File: src/logic/scc_pkg.sv
// Constants and types shared by the supply converter clamp control block
package scc_pkg;
  localparam int unsigned NUM_CH        = 4;
  localparam int unsigned DV_W          = 9;
  // Clock period for turning times into cycle counts
  localparam int unsigned CLK_PERIOD_NS = 100;
  // Load sensing time of one learning pass
  localparam int unsigned LEARN_TIME_NS = 10000;
  localparam int unsigned LEARN_CYC     = (LEARN_TIME_NS + CLK_PERIOD_NS - 1) / CLK_PERIOD_NS;
  localparam int unsigned LCNT_W        = 8;
  // Rail levels in units of 0.1 V
  localparam logic [8:0] V_VOUT_RAIL    = 9'h096;
  localparam logic [8:0] V_TRACK_MIN    = 9'h028;
  localparam logic [8:0] V_HEADROOM     = 9'h01E;
  localparam logic [8:0] V_NEG_MIN      = 9'h032;
  localparam logic [8:0] V_HS_DEFAULT   = 9'h140;
  localparam logic [8:0] V_HS_REDUCED   = 9'h104;
  localparam logic [8:0] V_OC_POS_BOTH  = 9'h0C8;
  localparam logic [8:0] V_OC_NEG_BOTH  = 9'h032;
  localparam logic [8:0] V_OC_POS_NEG   = 9'h028;
  localparam logic [8:0] V_OC_NEG_NEG   = 9'h0C8;
  localparam logic [8:0] V_OC_POS_ONLY  = 9'h140;
  localparam logic [8:0] V_OC_NEG_ONLY  = 9'h000;
  // Floor setting code to rail level
  localparam logic [8:0] V_FLOOR_BASE   = 9'h028;
  localparam logic [8:0] V_FLOOR_STEP   = 9'h014;
  // Reset values
  localparam logic [3:0] RST_FLOOR      = 4'h0;
  localparam logic       RST_HS_LIMIT   = 1'b0;
  typedef enum logic [1:0] {
    SCC_TRACK,
    SCC_FIXED,
    SCC_LEARN,
    SCC_RSVD
  } scc_mode_t;
endpackage

File: src/logic/scc_supply_ctrl.sv
// Control of four per-channel supply converters: arms, clamp modes, learning, limits
// Overview of operation
// - Software selects any mix of the four converters with a select write.
// - Arm write enables positive and negative arm of each selected converter.
// - Negative arm off ties that channel's negative supply input to analog ground.
// - Voltage output: fixed 15.0 V symmetric rails unless clamp setting overrides.
// - Current output: rails follow range; negative rail only in bipolar 24 mA range, except with an open output.
// - Positive rail limit is 32 V, reduced to 26 V by high-side limit bit.
// - Clamp mode codes: 00 full tracking (reset), 01 fixed clamp, 10 learning.
// - Tracking keeps positive rail at least 4 V, negative at least 5 V, and the pin-side rail 3 V beyond the pin.
// - Fixed clamp: rail minimums follow four-bit positive and negative floor settings.
// - Learning senses current load and fixes the positive floor from it.
// - Learning completion loads positive floor and sets the learning done flag.
// - Positive floor is read-only while learning mode is active.
// - A fresh write of learning mode restarts the load sensing.
// - Open current output drives rails to fixed values per arm and pin polarity.
// - No load stops switching until load capacitor droops, then switching resumes.
// - Alarm output asserts when a converter reaches its high-side limit.
`timescale 1ns/100ps
module scc_supply_ctrl #(
  parameter int unsigned N_CH = scc_pkg::NUM_CH
) (
  input  wire logic                   clk_sys,
  input  wire logic                   rst_b,
  input  wire logic                   conv_sel_we,
  input  wire logic [N_CH-1:0]        conv_sel_d,
  input  wire logic                   arm_en_we,
  input  wire logic [N_CH-1:0]        pos_arm_d,
  input  wire logic [N_CH-1:0]        neg_arm_d,
  input  wire logic                   chan_sel_we,
  input  wire logic [N_CH-1:0]        chan_sel_d,
  input  wire logic                   clamp_we,
  input  wire logic [1:0]             clamp_mode_select_d,
  input  wire logic [3:0]             positive_floor_setting_d,
  input  wire logic [3:0]             negative_floor_setting_d,
  input  wire logic                   hs_limit_we,
  input  wire logic                   high_side_limit_select_d,
  input  wire logic [N_CH-1:0]        learning_done_clr,
  input  wire logic [N_CH-1:0]        out_is_current,
  input  wire logic [N_CH-1:0]        range_bipolar,
  input  wire logic [N_CH-1:0]        load_open,
  input  wire logic [N_CH-1:0]        load_none,
  input  wire logic [N_CH-1:0]        cap_droop_reached,
  input  wire logic [N_CH-1:0][8:0]   pin_level_dv,
  input  wire logic [N_CH-1:0]        pin_negative,
  input  wire logic [N_CH-1:0][3:0]   learned_floor,
  output logic [N_CH-1:0]             conv_sel_q,
  output logic [N_CH-1:0]             pos_arm_on_q,
  output logic [N_CH-1:0]             neg_arm_on_q,
  output logic [N_CH-1:0]             neg_to_ground_q,
  output logic [N_CH-1:0][1:0]        clamp_mode_select_q,
  output logic [N_CH-1:0][3:0]        positive_floor_setting_q,
  output logic [N_CH-1:0][3:0]        negative_floor_setting_q,
  output logic [N_CH-1:0]             high_side_limit_select_q,
  output logic [N_CH-1:0]             learning_done_flag_q,
  output logic [N_CH-1:0][8:0]        pos_target_dv_q,
  output logic [N_CH-1:0][8:0]        neg_target_dv_q,
  output logic [N_CH-1:0]             switching_q,
  output logic                        alarm_b_q
);
  import scc_pkg::*;

  typedef struct packed {
    logic [N_CH-1:0]             conv_sel;
    logic [N_CH-1:0]             pos_arm;
    logic [N_CH-1:0]             neg_arm;
    logic [N_CH-1:0]             pos_arm_on;
    logic [N_CH-1:0]             neg_arm_on;
    logic [N_CH-1:0]             chan_sel;
    scc_mode_t [N_CH-1:0]        mode;
    logic [N_CH-1:0][3:0]        pfloor;
    logic [N_CH-1:0][3:0]        nfloor;
    logic [N_CH-1:0]             hs_lim;
    logic [N_CH-1:0]             learn_busy;
    logic [N_CH-1:0][LCNT_W-1:0] learn_cnt;
    logic [N_CH-1:0]             done;
    logic [N_CH-1:0][8:0]        pos_tgt;
    logic [N_CH-1:0][8:0]        neg_tgt;
    logic [N_CH-1:0]             neg_gnd;
    logic [N_CH-1:0]             sw_on;
    logic                        alarm_b;
  } scc_state_t;

  scc_state_t st_q;
  scc_state_t st_d;

  function automatic logic [8:0] max9(input logic [8:0] a, input logic [8:0] b);
    max9 = (a > b) ? a : b;
  endfunction

  function automatic logic [8:0] floor_dv(input logic [3:0] code);
    floor_dv = 9'(V_FLOOR_BASE + 9'(code) * V_FLOOR_STEP);
  endfunction

  always_comb begin
    logic [8:0]      pos_raw;
    logic [8:0]      neg_raw;
    logic [8:0]      limit;
    logic [8:0]      track_p;
    logic [8:0]      track_n;
    logic            pos_on;
    logic            neg_on;
    logic [N_CH-1:0] at_limit;
    pos_raw  = '0;
    neg_raw  = '0;
    limit    = '0;
    track_p  = '0;
    track_n  = '0;
    pos_on   = 1'b0;
    neg_on   = 1'b0;
    at_limit = '0;
    st_d     = st_q;
    if (conv_sel_we) begin
      st_d.conv_sel = conv_sel_d;
    end
    if (chan_sel_we) begin
      st_d.chan_sel = chan_sel_d;
    end
    for (int c = 0; c < N_CH; c++) begin
      if (arm_en_we && st_q.conv_sel[c]) begin
        st_d.pos_arm[c] = pos_arm_d[c];
        st_d.neg_arm[c] = neg_arm_d[c];
      end
      // Gated copy kept in a flop so the arm outputs need no logic after it
      st_d.pos_arm_on[c] = st_d.conv_sel[c] & st_d.pos_arm[c];
      st_d.neg_arm_on[c] = st_d.conv_sel[c] & st_d.neg_arm[c];
      if (hs_limit_we && st_q.chan_sel[c]) begin
        st_d.hs_lim[c] = high_side_limit_select_d;
      end
      // Clear first, so a completion in the same cycle overrides it
      if (learning_done_clr[c]) begin
        st_d.done[c] = 1'b0;
      end
      // Reserved mode code is ignored rather than stored
      if (clamp_we && st_q.chan_sel[c] && clamp_mode_select_d != 2'(SCC_RSVD)) begin
        st_d.mode[c]   = scc_mode_t'(clamp_mode_select_d);
        st_d.nfloor[c] = negative_floor_setting_d;
        if (st_q.mode[c] != SCC_LEARN) begin
          st_d.pfloor[c] = positive_floor_setting_d;
        end
        if (clamp_mode_select_d == 2'(SCC_LEARN)) begin
          st_d.pfloor[c]     = st_q.pfloor[c];
          st_d.learn_busy[c] = 1'b1;
          st_d.learn_cnt[c]  = LCNT_W'(LEARN_CYC);
        end else begin
          st_d.learn_busy[c] = 1'b0;
        end
      end else if (st_q.learn_busy[c]) begin
        if (st_q.learn_cnt[c] == '0) begin
          st_d.learn_busy[c] = 1'b0;
          st_d.pfloor[c]     = learned_floor[c];
          st_d.done[c]       = 1'b1;
        end else begin
          st_d.learn_cnt[c] = st_q.learn_cnt[c] - 1'b1;
        end
      end
      pos_on  = st_q.conv_sel[c] & st_q.pos_arm[c];
      neg_on  = st_q.conv_sel[c] & st_q.neg_arm[c];
      limit   = st_q.hs_lim[c] ? V_HS_REDUCED : V_HS_DEFAULT;
      track_p = pin_negative[c] ? V_TRACK_MIN
                                : max9(V_TRACK_MIN, 9'(pin_level_dv[c] + V_HEADROOM));
      track_n = pin_negative[c] ? max9(V_NEG_MIN, 9'(pin_level_dv[c] + V_HEADROOM))
                                : V_NEG_MIN;
      if (!out_is_current[c]) begin
        pos_raw = V_VOUT_RAIL;
        neg_raw = V_VOUT_RAIL;
        if (st_q.mode[c] == SCC_FIXED) begin
          pos_raw = floor_dv(st_q.pfloor[c]);
          neg_raw = floor_dv(st_q.nfloor[c]);
        end
      end else if (load_open[c]) begin
        if (!neg_on) begin
          pos_raw = V_OC_POS_ONLY;
          neg_raw = V_OC_NEG_ONLY;
        end else if (pin_negative[c] && range_bipolar[c]) begin
          pos_raw = V_OC_POS_NEG;
          neg_raw = V_OC_NEG_NEG;
        end else begin
          pos_raw = V_OC_POS_BOTH;
          neg_raw = V_OC_NEG_BOTH;
        end
      end else begin
        case (st_q.mode[c])
          SCC_TRACK: begin
            pos_raw = track_p;
            neg_raw = track_n;
          end
          SCC_FIXED: begin
            pos_raw = max9(track_p, floor_dv(st_q.pfloor[c]));
            neg_raw = max9(track_n, floor_dv(st_q.nfloor[c]));
          end
          SCC_LEARN: begin
            // Tracking alone unless the learning done flag is set, then the positive floor applies too
            pos_raw = st_q.done[c] ? max9(track_p, floor_dv(st_q.pfloor[c])) : track_p;
            neg_raw = track_n;
          end
          default: begin
            pos_raw = track_p;
            neg_raw = track_n;
          end
        endcase
        if (!range_bipolar[c]) begin
          neg_raw = '0;
        end
      end
      at_limit[c]     = pos_on && (pos_raw >= limit);
      st_d.pos_tgt[c] = !pos_on ? 9'h000 : (at_limit[c] ? limit : pos_raw);
      st_d.neg_tgt[c] = neg_on ? neg_raw : 9'h000;
      st_d.neg_gnd[c] = !neg_on;
      // Stop on no load; droop of the load capacitor restarts switching
      st_d.sw_on[c]   = pos_on && (!load_none[c] || cap_droop_reached[c]);
    end
    st_d.alarm_b = ~|at_limit;
  end

  always_ff @(posedge clk_sys or negedge rst_b) begin
    if (!rst_b) begin
      st_q            <= '0;
      st_q.mode       <= '{default: SCC_TRACK};
      st_q.pfloor     <= {N_CH{RST_FLOOR}};
      st_q.nfloor     <= {N_CH{RST_FLOOR}};
      st_q.hs_lim     <= {N_CH{RST_HS_LIMIT}};
      st_q.neg_gnd    <= '1;
      st_q.alarm_b    <= 1'b1;
    end else begin
      st_q <= st_d;
    end
  end

  always_comb begin
    for (int c = 0; c < N_CH; c++) begin
      clamp_mode_select_q[c] = 2'(st_q.mode[c]);
    end
  end
  assign conv_sel_q               = st_q.conv_sel;
  assign pos_arm_on_q             = st_q.pos_arm_on;
  assign neg_arm_on_q             = st_q.neg_arm_on;
  assign neg_to_ground_q          = st_q.neg_gnd;
  assign positive_floor_setting_q = st_q.pfloor;
  assign negative_floor_setting_q = st_q.nfloor;
  assign high_side_limit_select_q = st_q.hs_lim;
  assign learning_done_flag_q     = st_q.done;
  assign pos_target_dv_q          = st_q.pos_tgt;
  assign neg_target_dv_q          = st_q.neg_tgt;
  assign switching_q              = st_q.sw_on;
  assign alarm_b_q                = st_q.alarm_b;
endmodule

File: config.mk
export PLATFORM = sky130hd
export DESIGN_NAME = scc_supply_ctrl
export DESIGN_NICKNAME = d
export VERILOG_FILES = /design/src/logic/scc_pkg.sv /design/src/logic/scc_supply_ctrl.sv
export SDC_FILE = /design/constraint.sdc
export NUM_CORES = 1
export LEC_CHECK = 0
export CORE_ASPECT_RATIO = 1.4
export CORE_MARGIN = 3
export CORE_UTILIZATION = 35
export CTS_CLUSTER_SIZE = 25
export DETAILED_ROUTE_END_ITERATION = 8
export DONT_BUFFER_PORTS = 1
export PLACE_DENSITY = 0.5
export SYNTH_ARGS = -nofsm -noshare
export SYNTH_HDL_FRONTEND = slang
export SYNTH_SLANG_ARGS = --single-unit
File: constraint.sdc
create_clock -name clk_sys -period 7.4 [get_ports clk_sys]
set_input_delay 0.37 -clock clk_sys [delete_from_list [all_inputs] [get_ports clk_sys]]
set_output_delay 0.37 -clock clk_sys [all_outputs]
set_load 0.02 [all_outputs]
Word level (Yosys, flattened, before mapping)
Cells that the tools add are included.
{"block": "op_classes", "n_eq_ne": 30, "mux": 163, "addsub": 16, "order_cmp": 20, "n_reduce_logical": 62, "bitwise": 16, "mul": 8}
{"cell": "two-way mux 9 bit", "n": 76}
{"cell": "two-way mux 8 bit", "n": 21}
{"cell": "two-way mux 4 bit", "n": 21}
{"cell": "adder 6 x 9 -> 9 bit (first input constant)", "n": 8}
{"cell": "greater-than comparator 6 x 9 -> 1 bit (first input constant)", "n": 8}
{"cell": "greater-than comparator 9 bit", "n": 8}
{"cell": "case mux 9 bit (2 select lines)", "n": 4}
{"cell": "multiplier 4 x 3 -> 7 bit (second input constant)", "n": 8}
{"cell": "two-way mux 1 bit", "n": 37}
{"cell": "adder 9 x 5 -> 9 bit (second input constant)", "n": 4}
{"cell": ">= comparator 9 bit", "n": 4}
{"cell": "zero test 8 bit", "n": 4}
{"cell": "subtractor 8 x 1 -> 8 bit (second input constant)", "n": 4}
{"cell": "!= test 2 bit (second input constant)", "n": 15}
{"cell": "logical AND 1 bit", "n": 28}
{"cell": "two-way mux 7 bit", "n": 4}
{"cell": "AND 1 bit", "n": 16}
{"cell": "AND reduction 4 bit", "n": 4}
{"cell": "nonzero test 2 bit", "n": 8}
{"cell": "!= test 2 x 1 -> 1 bit (second input constant)", "n": 6}
{"cell": "AND reduction 3 bit", "n": 4}
{"cell": "== test 2 bit (second input constant)", "n": 5}
{"cell": "zero test 1 bit", "n": 9}
{"cell": "== test 2 x 1 -> 1 bit (second input constant)", "n": 4}
{"cell": "other kinds (2)", "n": 5}
{"block": "word_totals", "in_bits": 114, "output_inout_bits": 141, "word_cells": 354, "ff_bits": 189}

Longest topological paths before layout
{"block": "depth", "depth_word": 14, "ltp_mapped": 24, "depth_no_buf": 23}

Worst setup path before layout
No wires, ideal clock.
{"block": "synth_timing", "path_kind": "input -> register", "startpoint": "input port pin_level_dv[28] in the netlist's numbering", "endpoint": "register st_q, in the netlist pos_target_dv_q[29]", "required_ps": 7275, "arrival_time_ps": 5105, "n_path_buf": 1, "path_stages": 22, "setup_slack_ps": 2170, "setup_time_ps": 125, "cell_sequence": "buf_6 -> o41a_1 -> or3_4 -> a211oi_4 -> a21oi_1 -> and2_1 -> ha_1 -> nand2_1 -> o21bai_1 -> a211o_1 -> and2_1 -> o21ai_0 -> and2_1 -> a31oi_1 -> o21ba_2 -> ha_1 -> o21ai_0 -> a41oi_1 -> nor2b_1 -> a41o_1 -> a21boi_4 -> mux2_4"}
{"item": "from (decl)", "line": "scc_supply_ctrl.sv:44", "source": "input wire logic [N_CH-1:0][8:0] pin_level_dv,"}
{"item": "to (signal assigned)", "line": "scc_supply_ctrl.sv:226", "source": "st_q <= st_d;"}
{"item": "to (decl)", "line": "scc_supply_ctrl.sv:84", "source": "scc_state_t st_q;"}

==> results.json <==
{
  "critical_path_class": "reg2reg",
  "number_of_post_cts_setup_repair_buffers": 0,
  "fin_worst_skew_ns": 0.0103,
  "yosys.area_share.adder_pct": 12.1,
  "place_congestion": 0.930,
  "clockRootBuffer": "sky130_fd_sc_hd__clkbuf_16",
  "netlist.area_leader.share_pct": 30.8,
  "netlist.top_cell.by_area": "sky130_fd_sc_hd__dfrtp_1",
  "crit_path_frequent_cell": "sky130_fd_sc_hd__ha_1",
  "drt_drc_violations_left": 0,
  "vias": 11800,
  "cts.clk_slew.worst_paths_ns": 0.08,
  "ant_nets": 0,
  "tritoncts.num_buffers": 17,
  "detail_route.wirelength_um": 45600,
  "layout.area.seq_mm2": 0.00474,
  "r2r_startpoint": "positive_floor_setting_q[13]$_DFFE_PN0P_",
  "crit-reg2reg-capture": "pos_target_dv_q[29]$_DFF_PN0_",
  "power_density_mw_per_mm2": 349,
  "outcome": "finished clean",
  "critical-path-slowest-cell": "sky130_fd_sc_hd__dfrtp_1",
  "critical-path-max-stage-delay_ns": 0.69,
  "max_slew.worst_pin.slew_ns": 1.02,
  "fin_hold_viols": 0,
  "critPathRequiredTime_ns": 7.74,
  "num-fill-cells": 4299,
  "routed_wl_per_cell_um": 21.7,
  "fmaxAchievable_ghz": 0.173,
  "yosysWarningCount": 0,
  "cp-start-kind": "register",
  "hold_depth": 2,
  "synth.cell_area_mm2": 0.0150,
  "worstHoldStart": "cap_droop_reached[2]",
  "final_cells": 2106,
  "post_synth_num_cell_types": 88,
  "synthTopCellsByArea": "sky130_fd_sc_hd__dfrtp_1, sky130_fd_sc_hd__ha_1, sky130_fd_sc_hd__buf_4",
  "timing.setup.tns_ns": 0,
  "drt_pass1_iterations": 5,
  "whs_ns": 0.0333,
  "synth_enable_flop_cells": 0,
  "compound_cell_area_share_of_the_yosys_netlist_pct": 17.3,
  "synth_top_family_by_area": "simple AND/OR/NAND/NOR gates",
  "clock_tree_from_tritoncts": "yes",
  "utilization_pct": 36.0,
  "io_buffer_count": 0,
  "grt_first_pass_wirelength_um": 70600,
  "vdd.ir_drop.worst_mv": 0.200,
  "boundaryPins": 255,
  "timing.reg2reg.setup_slack_ns": 1.63,
  "flow.area_growth_from_synthesis_pct": 1.49,
  "power.leakage_nw": 6.79,
  "grt_max_degree": 190,
  "detailed_place_hpwl_um": 35500,
  "globalRoute.totalOverflow": 0,
  "postSynthAreaPerCell_um2": 8.82,
  "vias_per_cell": 5.62,
  "cts_sinks": 189,
  "grt_setup_unrepaired": "no",
  "post_route_cells_drive_above_1_share_pct": 7.05,
  "synth-async-reset-ratio_pct": 100,
  "min_period_over_period_pct": 78.0,
  "placed_cells_incl_taps": 2062,
  "worst_hold_check_path_type": "in2reg",
  "clockBufferDepth": 2,
  "h_tree_depth": 4,
  "first_global_vias": 12000,
  "placementRows": 89,
  "critPathMaxFanout": 8,
  "synth-xor-area-share_pct": 4.56,
  "yosys_register_bits": 189,
  "final_period_minus_worst_setup_slack_ns": 5.77,
  "timing.final.max_slew_violations": 0,
  "final_antenna_diode_count": 0,
  "max_cap_viol_count": 0,
  "totalPowerFinal_mw": 5.30,
  "ys_dominant_reg_cell": "sky130_fd_sc_hd__dfrtp_1",
  "synth-seq-area-share_pct": 31.6,
  "worst_path_cell_chain": "ha_1 > ha_1 > fa_1 > nor2b_1 > nor3b_1 > a21o_1 > inv_1 > ha_1 > nand2_1 > a211o_1 > and2_1 > o21ai_0 > and2_1 > a31oi_1 > o21ba_2 > ha_1 > o21ai_0 > a41oi_1 > nor2b_1 > a41o_1 > a21boi_4 > mux2_4",
  "worstSkewPairLatency_ns": 0.46,
  "num-nets-final": 1801,
  "start_util_pct": 35.5,
  "worst_r2r_path_depth": 22,
  "synthMuxAreaShare_pct": 5.83,
  "syn_nets": 1951,
  "floorplan_die_area_mm2": 0.0453,
  "slew_headroom_pct": 32.1,
  "multi_input_area_mm2": 0.00863,
  "groute.usage.overall_pct": 19.9,
  "setup_viol": 0,
  "detailedRoute.firstIterationViolations": 665,
  "antenna_found_initial": 1,
  "synth_simple_gate_area_share_pct": 17.8,
  "arrival_time_reported_for_the_critical_path_endpoint_ns": 6.11,
  "timing.critical_path.to_type": "register",
  "die_width_um": 181,
  "hold_path_end": "switching_q[2]$_DFF_PN0_",
  "core_region_area_mm2": 0.0422,
  "postSynthCellCount": 1697,
  "die_h_um": 251
}
-- through the flow --
step	instance area (um^2)	setup WS, ns
floorplan	15000	2.17
global placement	14400	1.54
detailed placement	14400	1.50
CTS	15200	1.63
global route	15200	1.33
finish	15200	1.63
-- Yosys cell counts (all sizes together) (5+ instances only) --
cell,number
ha,132
inv,98
nor3b,14
or3,14
a21boi,9
nor4,10
and4,6
o21ai,87
o21a,23
or2,10
nand2,155
and3,11
o221ai,6
nand3,49
a31oi,23
a41oi,5
o22ai,25
xnor2,46
dfrtp,184
nand4,17
nor3,37
nor2,114
a21o,8
fa,8
mux2i,44
clkbuf,35
buf,148
mux2,38
a21oi,90
o211ai,7
o22a,8
xor2,32
nand2b,26
o31a,6
and2,24
dfstp,5
nand3b,6
o31ai,6
nor2b,36
a211oi,16
o32ai,5
-- where the power goes --
group          switching, mW  internal [mW]  total, mW
sequential             0.445           1.24       1.69
clock                  0.445          0.553      0.998
combinational           1.52           1.09       2.61
-- worst max-delay path by stage --
stage | from | to | slack (ns) | cells after the start
2_1_floorplan | pin_level_dv[28] | pos_target_dv_q[29]$_DFF_PN0_ | 2.17 | 22
3_3_place_gp | pin_level_dv[19] | alarm_b_q$_DFF_PN1_ | 1.54 | 21
3_5_place_dp | pin_level_dv[19] | alarm_b_q$_DFF_PN1_ | 1.50 | 21
4_1_cts | positive_floor_setting_q[13]$_DFFE_PN0P_ | pos_target_dv_q[29]$_DFF_PN0_ | 1.63 | 22
5_1_grt | positive_floor_setting_q[9]$_DFFE_PN0P_ | alarm_b_q$_DFF_PN1_ | 1.33 | 20
6_report | positive_floor_setting_q[13]$_DFFE_PN0P_ | pos_target_dv_q[29]$_DFF_PN0_ | 1.63 | 22
-- routing by layer --
metal	up-vias	GRT usage [%]	share of wire [%]
met5	-	0	0
met4	0	8.08	3.5
met3	82	4.43	5.6
met2	386	35.1	51
met1	5770	23.5	40
li1	5591	-	-
-- registers in the layout (all words and copies together), names as in the netlist --
register                  count
switching_q                   4
alarm_b_q                     1
pos_arm_on_q                  4
pos_target_dv_q              36
positive_floor_setting_q     16
st_q                         48
clamp_mode_select_q           8
conv_sel_q                    4
high_side_limit_select_q      4
neg_target_dv_q              36
learning_done_flag_q          4
neg_arm_on_q                  4
negative_floor_setting_q     16
neg_to_ground_q               4
-- layout make-up --
class                      instances  share of cell area [%]
multi-input combinational       1225                    56.8
sequential                       189                    31.2
tap                              546                    4.50
clock buffer                      20                    3.01
inverter                         100                    2.47
clock inverter                    12                    1.05
timing repair buffer              14                    1.00
-- worst max-delay path, delay by kind of cell, from the launching register on --
family / cells / cell delay, ns
AO/OA/AOI/OAI: 9 / 2.08
adder cells (fa/ha/maj): 5 / 1.58
buffers and inverters: 1 / 0.05
flip-flops: 1 / 0.69
multiplexers: 1 / 0.33
AND/OR/NAND/NOR: 6 / 0.91
-- cells by family (layout without fill, tap and decap cells) --
kind of cell / after synthesis / after routing
AOI/OAI and AO/OA: 385 / 385
buffers and inverters: 283 / 146
muxes: 82 / 82
adders and majority gates: 140 / 140
DFF: 189 / 189
xor gates and xnor gates: 78 / 78
and+or+nand+nor: 540 / 540
-- timing repair --
item	in CTS	in global routing
hold endpoints to repair	198	30
resized for setup	0	0
hold buffers	11	1
-- cell usage in the layout, fill, tap and decap left out, types with 44 or more instances in the layout --
cell type,Yosys,final
sky130_fd_sc_hd__dfrtp_1,184,184
sky130_fd_sc_hd__nand2_1,155,155
sky130_fd_sc_hd__ha_1,132,132
sky130_fd_sc_hd__nor2_1,114,114
sky130_fd_sc_hd__inv_1,98,98
sky130_fd_sc_hd__a21oi_1,89,89
sky130_fd_sc_hd__o21ai_0,86,86
sky130_fd_sc_hd__nand3_1,49,49
sky130_fd_sc_hd__xnor2_1,46,46
sky130_fd_sc_hd__mux2i_1,44,44
(Power assumes the default switching activity.)
